`config.mk`:
```
export PLATFORM = sky130hd
export DESIGN_NAME = i2cm_top
export DESIGN_NICKNAME = d
export VERILOG_FILES = /design/src/verilog/i2cm_pkg.sv /design/src/verilog/i2cm_top.sv
export SDC_FILE = /design/constraint.sdc
export NUM_CORES = 1
export LEC_CHECK = 0
export ABC_AREA = 1
export ABC_CLOCK_PERIOD_IN_PS = 9200
export BUFFER_PORTS_ARGS = -buffer_cell sky130_fd_sc_hd__buf_2
export CAP_MARGIN = 20
export CORE_MARGIN = 1
export CORE_UTILIZATION = 48
export CTS_CLUSTER_DIAMETER = 150
export DETAILED_ROUTE_END_ITERATION = 7
export GPL_ROUTABILITY_DRIVEN = 0
export PLACE_DENSITY = 0.67
export SKIP_LAST_GASP = 1
export SLEW_MARGIN = 20
export SYNTH_ARGS = -nofsm -noshare
export SYNTH_HDL_FRONTEND = slang
export SYNTH_SLANG_ARGS = --single-unit
```
`constraint.sdc`:
```
create_clock -name clk_i -period 9.2 [get_ports clk_i]
set_input_delay 0.46 -clock clk_i [delete_from_list [all_inputs] [get_ports clk_i]]
set_output_delay 0.46 -clock clk_i [all_outputs]
set_load 0.01 [all_outputs]
```
`src/verilog/i2cm_pkg.sv`:
```
// Constants, types and register map of the I2C bus master
//
// Overview of operation
// - Period setting one or more: bus clock is system clock / 8 / (setting+1).
// - Period setting zero: bus clock is system clock / 12, the fastest rate.
// - Multi-master: arbitrate on data and synchronise the shared bus clock.
// - Address the 7-bit target; direction bit one receives, zero sends.
// - Data buffer write loads the next byte sent, most significant bit first.
// - Data buffer read returns the byte captured by the latest receive.
// - Writing the clear bit resets the sequencer; the bit then clears itself.
// - With filter enabled, pulses under 50 ns on clock and data are ignored.
// - Busy shows while a byte shifts; other status is then not valid.
// - Idle status shows while the sequencer is idle and no transmit or receive mode is held.
// - Bus-occupied sets on a START and clears on a STOP seen on the bus.
// - Error summary sets on address nack, data nack or lost arbitration.
// - Address-not-acknowledged flag sets when the address got no acknowledge.
// - Data-not-acknowledged flag sets when a sent byte got no acknowledge.
// - Arbitration-lost flag sets when another master wins the bus.
// - A completion pulse marks each finished or aborted operation.
// - Ack bit one acknowledges received bytes; software clears it for the last.
// - Idle: START+RUN sends or receives, optional STOP; one combination illegal.
// - Transmitter: RUN sends, STOP stops, START repeats then sends or receives.
// - Receiver: RUN receives per ack bit, STOP stops, START repeats start.
// - Every combination not listed for the current mode is ignored.
// - Enabled timeout flags after (setting+1)*16*(period+1) clock cycles; clear resets it.
package i2cm_pkg;

  localparam logic [7:0] IDX_TARGET  = 8'hF4;
  localparam logic [7:0] IDX_CONTROL = 8'hF5;
  localparam logic [7:0] IDX_DATA    = 8'hF6;
  localparam logic [7:0] IDX_PERIOD  = 8'hF7;
  localparam logic [7:0] IDX_TIMEOUT = 8'hC3;
  localparam logic [7:0] RESET_BYTE  = 8'h00;

  // Control write bits and the timeout enable bit
  localparam int CB_RUN   = 0;
  localparam int CB_START = 1;
  localparam int CB_STOP  = 2;
  localparam int CB_ACK   = 3;
  localparam int CB_HS    = 4;
  localparam int CB_FILT  = 6;
  localparam int CB_CLEAR = 7;
  localparam int TO_EN    = 7;

  // Timing
  localparam int CLK_MHZ      = 20;
  localparam int FILT_NS      = 50;
  localparam int FILT_CYC     = (FILT_NS * CLK_MHZ + 999) / 1000;
  localparam int FAST_DIV     = 12;
  localparam int BASE_DIV     = 8;
  localparam logic [9:0] QTR_FAST = 10'(FAST_DIV / 4);

  typedef enum logic [2:0] {
    SQ_IDLE  = 3'b000,
    SQ_START = 3'b001,
    SQ_ADDR  = 3'b011,
    SQ_DATA  = 3'b010,
    SQ_STOP  = 3'b110
  } i2cm_seq_e;

  typedef enum logic [1:0] {
    MODE_IDLE = 2'b00,
    MODE_TX   = 2'b01,
    MODE_RX   = 2'b11
  } i2cm_mode_e;

  typedef struct packed {
    logic ok;
    logic start;
    logic xfer;
    logic rx;
    logic stop;
    logic ack;
  } i2cm_cmd_s;

endpackage

```
`src/verilog/i2cm_top.sv`:
```
`timescale 1ns/100ps
// I2C bus master with classic Wishbone register access
module i2cm_top
  import i2cm_pkg::*;
#(
  parameter int ADR_W = 10
) (
  input  wire logic             clk_i,
  input  wire logic             rst_i,
  input  wire logic             cyc_i,
  input  wire logic             stb_i,
  input  wire logic             we_i,
  input  wire logic [ADR_W-1:0] adr_i,
  input  wire logic [3:0]       sel_i,
  input  wire logic [31:0]      dat_i,
  output logic      [31:0]      dat_o,
  output logic                  ack_o,
  input  wire logic             scl_i,
  output logic                  scl_o,
  output logic                  scl_oe_n_o,
  input  wire logic             sda_i,
  output logic                  sda_o,
  output logic                  sda_oe_n_o,
  output logic                  op_done_o
);

  function automatic i2cm_cmd_s dec_cmd(input i2cm_mode_e m,
                                        input logic [7:0] c,
                                        input logic       rs);
    i2cm_cmd_s r;
    r       = '0;
    r.ack   = c[CB_ACK];
    r.stop  = c[CB_STOP];
    if (c[CB_HS]) begin
      r.ok = 1'b0;
    end else if (c[CB_START] && c[CB_RUN]) begin
      r.ok    = ~(rs & c[CB_ACK] & c[CB_STOP]);
      r.start = 1'b1;
      r.xfer  = 1'b1;
      r.rx    = rs;
    end else if (m != MODE_IDLE && !c[CB_START]) begin
      r.rx = (m == MODE_RX);
      if (c[CB_RUN]) begin
        r.ok   = ~(r.rx & c[CB_ACK] & c[CB_STOP]);
        r.xfer = 1'b1;
      end else if (c[CB_STOP]) begin
        r.ok = 1'b1;
      end
    end
    return r;
  endfunction

  // Ack bit goes out low to acknowledge, released for nack
  function automatic logic [8:0] data_load(input logic       rx,
                                           input logic       ack,
                                           input logic [7:0] tx);
    return rx ? {8'hFF, ~ack} : {tx, 1'b1};
  endfunction

  // When enabled, a change is accepted only once it has outlasted the filter window
  function automatic logic [2:0] filt_step(input logic       en,
                                           input logic       raw,
                                           input logic       cur,
                                           input logic [1:0] cnt);
    if (!en) begin
      return {raw, 2'b00};
    end else if (raw == cur) begin
      return {cur, 2'b00};
    end else if (cnt >= 2'(FILT_CYC)) begin
      return {raw, 2'b00};
    end
    return {cur, 2'(cnt + 2'd1)};
  endfunction

  logic             ack_reg;
  logic [31:0]      dat_reg;
  logic [7:0]       rd_byte;
  logic [7:0]       tgt_reg;
  logic [7:0]       tx_data_reg;
  logic [7:0]       rx_data_reg;
  logic [7:0]       period_reg;
  logic [6:0]       to_set_reg;
  logic             to_en_reg;
  logic             to_flag_reg;
  logic             filt_en_reg;
  logic             clr_pend_reg;
  logic [1:0]       scl_sync_reg;
  logic [1:0]       sda_sync_reg;
  logic             scl_f_reg;
  logic             sda_f_reg;
  logic [1:0]       scl_cnt_reg;
  logic [1:0]       sda_cnt_reg;
  logic             sda_prev_reg;
  logic             bus_occ_reg;
  i2cm_seq_e        seq_reg;
  i2cm_mode_e       mode_reg;
  i2cm_cmd_s        cmd_reg;
  logic [1:0]       q_reg;
  logic [9:0]       qcnt_reg;
  logic [3:0]       bit_reg;
  logic [8:0]       sh_reg;
  logic [20:0]      to_cnt_reg;
  logic             arbitration_lost_reg;
  logic             addr_not_acked_reg;
  logic             data_not_acked_reg;
  logic             busy_d_reg;
  logic             done_reg;
  logic             scl_low_reg;
  logic             sda_low_reg;
  logic             scl_low_next;
  logic             sda_low_next;

  // Register bus decode
  wire              bus_req  = cyc_i & stb_i;
  wire              bus_new  = bus_req & ~ack_reg;
  wire [7:0]        reg_idx  = adr_i[9:2];
  wire              wr_lane  = bus_new & we_i & sel_i[0];
  wire              hit_tgt  = (reg_idx == IDX_TARGET);
  wire              hit_ctl  = (reg_idx == IDX_CONTROL);
  wire              hit_buf  = (reg_idx == IDX_DATA);
  wire              hit_per  = (reg_idx == IDX_PERIOD);
  wire              hit_to   = (reg_idx == IDX_TIMEOUT);
  wire              wr_ctl   = wr_lane & hit_ctl;
  wire [7:0]        wr_byte  = dat_i[7:0];

  // Sequencer status and commands
  wire              busy_st  = (seq_reg != SQ_IDLE);
  wire              idle_st  = (mode_reg == MODE_IDLE) & ~busy_st;
  wire              err_st   = arbitration_lost_reg | addr_not_acked_reg | data_not_acked_reg;
  wire i2cm_cmd_s   cmd_dec  = dec_cmd(mode_reg, wr_byte, tgt_reg[0]);
  wire              cmd_try  = wr_ctl & ~wr_byte[CB_CLEAR] & ~busy_st
                               & ~clr_pend_reg & cmd_dec.ok;
  wire              blocked  = cmd_try & cmd_dec.start
                               & (mode_reg == MODE_IDLE) & bus_occ_reg;
  wire              launch   = cmd_try & ~blocked;
  wire i2cm_mode_e  hold_md  = cmd_reg.rx ? MODE_RX : MODE_TX;

  // Bus clock timing
  wire [9:0]        qtr_len  = (period_reg == 8'h00) ? QTR_FAST
                               : {1'b0, period_reg, 1'b0} + 10'd2;
  wire              in_byte  = (seq_reg == SQ_ADDR) | (seq_reg == SQ_DATA);
  wire              wait_hi  = ((seq_reg == SQ_START || seq_reg == SQ_STOP)
                               && q_reg == 2'd1)
                               || (in_byte && q_reg == 2'd2);
  // Clock stretching by a slave or a slower master holds the quarter
  wire              stall    = wait_hi & ~scl_f_reg;
  wire              early    = in_byte & (q_reg == 2'd3) & ~scl_f_reg;
  wire              qtick    = busy_st & ~stall
                               & ((qcnt_reg == qtr_len - 10'd1) | early);
  wire              bit_end  = qtick & in_byte & (q_reg == 2'd3);
  wire              byte_end = bit_end & (bit_reg == 4'd8);
  wire              rx_phase = (seq_reg == SQ_DATA) & cmd_reg.rx;
  wire              arb_chk  = (bit_reg == 4'd8) ? rx_phase : ~rx_phase;
  wire              arb_lose = bit_end & arb_chk & sh_reg[8] & ~sda_f_reg;

  // Timeout while the bus clock is held low by someone else
  wire [7:0]        to_n     = {1'b0, to_set_reg} + 8'd1;
  wire [11:0]       bit_len  = {({1'b0, period_reg} + 9'd1), 3'b000};
  wire [20:0]       to_lim   = 21'({to_n, 1'b0} * bit_len);
  wire              to_hit   = to_en_reg & stall
                               & (to_cnt_reg == to_lim - 21'd1);

  wire [2:0]        scl_nx   = filt_step(filt_en_reg, scl_sync_reg[1],
                                         scl_f_reg, scl_cnt_reg);
  wire [2:0]        sda_nx   = filt_step(filt_en_reg, sda_sync_reg[1],
                                         sda_f_reg, sda_cnt_reg);
  wire              start_det = scl_f_reg & sda_prev_reg & ~sda_f_reg;
  wire              stop_det  = scl_f_reg & ~sda_prev_reg & sda_f_reg;

  assign ack_o      = ack_reg;
  assign dat_o      = dat_reg;
  assign scl_o      = 1'b0;
  assign sda_o      = 1'b0;
  assign scl_oe_n_o = ~scl_low_reg;
  assign sda_oe_n_o = ~sda_low_reg;
  assign op_done_o  = done_reg;

  always_comb begin
    if (hit_tgt) begin
      rd_byte = tgt_reg;
    end else if (hit_ctl) begin
      rd_byte = {clr_pend_reg, bus_occ_reg, idle_st, arbitration_lost_reg,
                 data_not_acked_reg, addr_not_acked_reg, err_st, busy_st};
    end else if (hit_buf) begin
      rd_byte = rx_data_reg;
    end else if (hit_per) begin
      rd_byte = period_reg;
    end else if (hit_to) begin
      rd_byte = {to_flag_reg, to_set_reg};
    end else begin
      rd_byte = 8'h00;
    end
  end

  // Line drive for the current quarter of a start, bit or stop
  always_comb begin
    scl_low_next = (mode_reg != MODE_IDLE);
    sda_low_next = (mode_reg != MODE_IDLE);
    case (seq_reg)
      SQ_START: begin
        scl_low_next = (q_reg == 2'd0) & (mode_reg != MODE_IDLE);
        sda_low_next = q_reg[1];
      end
      SQ_ADDR, SQ_DATA: begin
        scl_low_next = ~q_reg[1];
        sda_low_next = ~sh_reg[8];
      end
      SQ_STOP: begin
        scl_low_next = (q_reg == 2'd0);
        sda_low_next = ~q_reg[1];
      end
      default: begin
      end
    endcase
  end

  always_ff @(posedge clk_i) begin
    if (rst_i) begin
      ack_reg <= 1'b0;
      dat_reg <= 32'h0000_0000;
    end else begin
      ack_reg <= bus_new;
      if (bus_new) begin
        dat_reg <= {24'h00_0000, rd_byte};
      end
    end
  end

  always_ff @(posedge clk_i) begin
    if (rst_i) begin
      tgt_reg      <= RESET_BYTE;
      tx_data_reg  <= RESET_BYTE;
      period_reg   <= RESET_BYTE;
      to_set_reg   <= 7'h00;
      to_en_reg    <= 1'b0;
      filt_en_reg  <= 1'b0;
      clr_pend_reg <= 1'b0;
    end else begin
      clr_pend_reg <= wr_ctl & wr_byte[CB_CLEAR];
      if (wr_lane && hit_tgt) begin
        tgt_reg <= wr_byte;
      end
      if (wr_lane && hit_buf) begin
        tx_data_reg <= wr_byte;
      end
      if (wr_lane && hit_per) begin
        period_reg <= wr_byte;
      end
      if (wr_lane && hit_to) begin
        to_en_reg  <= wr_byte[TO_EN];
        to_set_reg <= wr_byte[6:0];
      end
      if (wr_ctl) begin
        filt_en_reg <= wr_byte[CB_FILT];
      end
    end
  end

  // Pins cross into this clock through two flops before any use
  always_ff @(posedge clk_i) begin
    if (rst_i) begin
      scl_sync_reg <= 2'b11;
      sda_sync_reg <= 2'b11;
      scl_f_reg    <= 1'b1;
      sda_f_reg    <= 1'b1;
      scl_cnt_reg  <= 2'b00;
      sda_cnt_reg  <= 2'b00;
      sda_prev_reg <= 1'b1;
      bus_occ_reg  <= 1'b0;
    end else begin
      scl_sync_reg <= {scl_sync_reg[0], scl_i};
      sda_sync_reg <= {sda_sync_reg[0], sda_i};
      {scl_f_reg, scl_cnt_reg} <= scl_nx;
      {sda_f_reg, sda_cnt_reg} <= sda_nx;
      sda_prev_reg <= sda_f_reg;
      if (start_det) begin
        bus_occ_reg <= 1'b1;
      end else if (stop_det) begin
        bus_occ_reg <= 1'b0;
      end
    end
  end

  always_ff @(posedge clk_i) begin
    if (rst_i) begin
      scl_low_reg <= 1'b0;
      sda_low_reg <= 1'b0;
      busy_d_reg  <= 1'b0;
      done_reg    <= 1'b0;
      qcnt_reg    <= 10'h000;
      to_cnt_reg  <= 21'h00_0000;
    end else begin
      scl_low_reg <= scl_low_next & ~clr_pend_reg;
      sda_low_reg <= sda_low_next & ~clr_pend_reg;
      busy_d_reg  <= busy_st;
      done_reg    <= (busy_d_reg & ~busy_st) | blocked;
      qcnt_reg    <= (!busy_st || qtick) ? 10'h000
                     : (stall ? qcnt_reg : qcnt_reg + 10'd1);
      to_cnt_reg  <= stall ? to_cnt_reg + 21'd1 : 21'h00_0000;
    end
  end

  always_ff @(posedge clk_i) begin
    if (rst_i || clr_pend_reg) begin
      seq_reg      <= SQ_IDLE;
      mode_reg     <= MODE_IDLE;
      cmd_reg      <= '0;
      q_reg        <= 2'd0;
      bit_reg      <= 4'd0;
      sh_reg       <= 9'h1FF;
      arbitration_lost_reg  <= 1'b0;
      addr_not_acked_reg <= 1'b0;
      data_not_acked_reg <= 1'b0;
      to_flag_reg  <= 1'b0;
      rx_data_reg  <= RESET_BYTE;
    end else if (blocked) begin
      arbitration_lost_reg  <= 1'b1;
    end else if (launch) begin
      cmd_reg      <= cmd_dec;
      arbitration_lost_reg  <= 1'b0;
      addr_not_acked_reg <= 1'b0;
      data_not_acked_reg <= 1'b0;
      q_reg        <= 2'd0;
      bit_reg      <= 4'd0;
      sh_reg       <= data_load(cmd_dec.rx, cmd_dec.ack, tx_data_reg);
      seq_reg      <= cmd_dec.start ? SQ_START
                      : (cmd_dec.xfer ? SQ_DATA : SQ_STOP);
    end else if (to_hit) begin
      to_flag_reg  <= 1'b1;
      seq_reg      <= SQ_IDLE;
      mode_reg     <= MODE_IDLE;
    end else if (arb_lose) begin
      arbitration_lost_reg  <= 1'b1;
      seq_reg      <= SQ_IDLE;
      mode_reg     <= MODE_IDLE;
    end else if (qtick) begin
      q_reg <= q_reg + 2'd1;
      if (q_reg == 2'd3) begin
        case (seq_reg)
          SQ_START: begin
            seq_reg <= SQ_ADDR;
            bit_reg <= 4'd0;
            sh_reg  <= {tgt_reg, 1'b1};
          end
          SQ_ADDR, SQ_DATA: begin
            sh_reg  <= {sh_reg[7:0], sda_f_reg};
            bit_reg <= bit_reg + 4'd1;
            if (byte_end) begin
              bit_reg <= 4'd0;
              if (seq_reg == SQ_ADDR && !sda_f_reg) begin
                seq_reg <= SQ_DATA;
                sh_reg  <= data_load(cmd_reg.rx, cmd_reg.ack, tx_data_reg);
              end else begin
                seq_reg  <= cmd_reg.stop ? SQ_STOP : SQ_IDLE;
                mode_reg <= hold_md;
              end
              if (seq_reg == SQ_ADDR && sda_f_reg) begin
                addr_not_acked_reg <= 1'b1;
              end
              if (seq_reg == SQ_DATA && !cmd_reg.rx && sda_f_reg) begin
                data_not_acked_reg <= 1'b1;
              end
              if (rx_phase) begin
                rx_data_reg <= sh_reg[7:0];
              end
            end
          end
          SQ_STOP: begin
            seq_reg  <= SQ_IDLE;
            mode_reg <= MODE_IDLE;
          end
          default: begin
          end
        endcase
      end
    end
  end
endmodule

```
==> impl_metrics.csv <==
group,metric,value,unit
job,max_cap_violations,0,
yosys,yosysTopAreaCell,"dfxtp_1",
route,routed_via_density,5.24,
finish,drive_above_1_share,8.83,%
finish,antenna_cells,0,
min_path,hold_class,"input port to flip-flop",
finish,instances_no_fill,1878,
floorplan,initial_utilization,49.6,%
run_status,status,"completed",
global_routing,grt_pass1_wl,43.6,mm
clocking,cts_tree,"built",
finish,final_core_util,54.1,%
clocking,postCtsHoldBufs,0,
global_routing,grt_max_degree,39,
worst_setup_path,worstSetupPathType,"flip-flop to flip-flop",
yosys,yosysSeqAreaShare,24.5,%
floorplan,num_rows,52,
clocking,numCtsBuffers,17,
finish,largest_register_ffs,21,
route,num_vias,9846,
route,routed_wirelength,26.3,mm
power_and_ir_drop,peakVddDrop,0.000126,V
route,drt_iter0_drc,543,
timing,max_freq,135,MHz
worst_setup_path,slowest_stage,"fa_1",
yosys,ys_ff_latch,125,
timing,setup_viol,0,
place,port_buffers,35,
clocking,max-clock-path-buffers,2,
floorplan,dieArea,21800,µm²
worst_setup_path,endpoint_kind,"flip-flop",
worst_setup_path,critPathMaxStageDelay,0.54,ns
floorplan,core_region_area,20600,µm²
yosys,synth_edf_count,0,
timing,finalClockSkew,0.0144,ns
global_routing,grt_antenna_before_repair,0,
place,dp_slack,1.90,ns
yosys,syn_inst,1563,
clocking,post_cts_buffers,0,
yosys,synth.most_common_cell,"nand2_1",
route,drc_errors,0,
route,first_pass_iters,5,
yosys,yosysWarnings,0,
route,avgRoutedWirePerCell,14.0,µm
worst_setup_path,crit_fanout,23,
timing,worst_pin_slew,1.01,ns
worst_setup_path,cp.arrival,7.75,ns
route,antenna_left,0,
floorplan,die_w,148,µm
worst_setup_path,crit_path_start,"to_set_reg[0]",
finish,area_growth,9.06,%
worst_setup_path,reg2reg_from,"to_set_reg[0]",
worst_setup_path,startpoint_type,"flip-flop",
timing,tns,0,ns
clocking,clockRootBuffer,"clkbuf_16",
floorplan,io_pins,91,
clocking,clock_latency,0.43,ns
global_routing,grt_overflow,0,
floorplan,dieHeight,148,µm
timing,worst_hold_slack,0.223,ns
timing,rsz0062_at_grt,"no",
yosys,avgSynthCellArea,6.52,µm²
timing,slew_viol_final,0,
timing,min_period,7.42,ns
yosys,synth_top_area_share,24.5,%
yosys,synth.area.top_cells,"dfxtp_1, nand2_1, inv_1",
timing,hold_violations,0,
power_and_ir_drop,leakagePower,5.22,nW
timing,setup_ws,1.78,ns
worst_setup_path,path_common_cell,"nand2_1",
yosys,mappedNetlistArea,10200,µm²
place,dp_cells,1846,
global_routing,grt_pass1_vias,9170,
place,hpwl,20.8,mm
global_routing,grt_usage,24.9,%
min_path,hp-start,"sda_i",
clocking,clk_pin_slew,0.06,ns
yosys,synthFlopType,"dfxtp_1",
clocking,htree_levels,4,
timing,finalCritPeriodShare,80.7,%
worst_setup_path,crit_required,9.52,ns
finish,nets,1742,
yosys,synth_commonest_cells,"nand2_1, inv_1, nor2_1, dfxtp_1, nand3_1",
yosys,synthArstFlopShare,0,%
yosys,synth_cell_types,49,
clocking,cts_resized,0,
timing,max_slew_margin,32.3,%
power_and_ir_drop,p_per_area,114,nW/µm²
clocking,clock_sinks,125,
-- power breakdown --
part / switching [W] / total, W / internal (W)
Clock: 0.000255 / 0.000689 / 0.000434
Combinational: 0.0000282 / 0.0000368 / 0.00000857
Sequential: 0.00000119 / 0.000544 / 0.000543
-- per-layer routing --
layer  part of all wire [%]  vias to the layer above  GRT usage (%)  routed length, µm
met1                     45                     4534           31.6              11700
met5                      0                        -              0                  0
met4                    1.6                        0           7.11                420
met2                     49                      268           43.6              12900
met3                    4.9                       34           3.86               1300
li1                       -                     5010              -                  -
-- worst paths after layout --
path / to / slack [ns] / cells past startpoint
min: sda_sync_reg[0] / 0.22 / 2
min reg2reg: sda_sync_reg[1] / 0.42 / 1
max: sh_reg[8] / 1.78 / 35
max reg2reg: sh_reg[8] / 1.78 / 35
-- cells in the final DEF (no fill, tap or decap), types with 5 or more instances in the layout --
cell,instances
nand2_1,395
inv_1,237
nor2_1,178
dfxtp_1,125
nand3_1,100
a21oi_1,93
o21ai_0,57
ha_1,52
fa_1,42
buf_2,35
nand4_1,30
nor3_1,28
conb_1,26
nand2_2,20
xor2_1,18
clkbuf_16,17
nor2_2,16
o211ai_1,11
inv_2,10
or2_2,10
a221oi_1,10
o21ai_1,9
nor3b_1,9
o22ai_1,9
nand3_2,6
clkinv_1,5
nor4_1,5
-- area by class of cell --
| type | count | area (µm²) |
|---|---|---|
| well taps | 270 | 338 |
| inverters | 252 | 946 |
| clock inverters | 13 | 164 |
| fillers | 2126 | 9440 |
| clock buffers | 19 | 443 |
| repair buffers | 38 | 198 |
| multi-input cells | 1161 | 6530 |
| flip-flops and latches | 125 | 2500 |
-- worst max-delay path, delay by kind of cell (launching register included) --
kind	cells	cell delay (ns)
buf+inv	6	0.54
simple gates	23	3.64
fa+ha+maj	5	2.51
flops	1	0.52
compound gates	1	0.10
-- through the flow --
stage	area, µm²	total power, W
2_1_floorplan	10300	0.000584
6_report	11100	0.00127
4_1_cts	11100	0.00128
3_3_place_gp	10500	0.000592
5_1_grt	11100	0.00131
3_5_place_dp	10500	0.000592
-- kinds of logic after synthesis --
group | count (synthesis) | synth area share (%)
simple gates | 814 | 35.2
buf+inv | 302 | 12.4
compound gates | 207 | 11.4
flops | 125 | 24.5
fa+ha+maj | 94 | 14.6
xor+xnor | 20 | 1.85
other cells | 1 | 0.0368
Note: power is estimated with default switching activity, not from simulation.
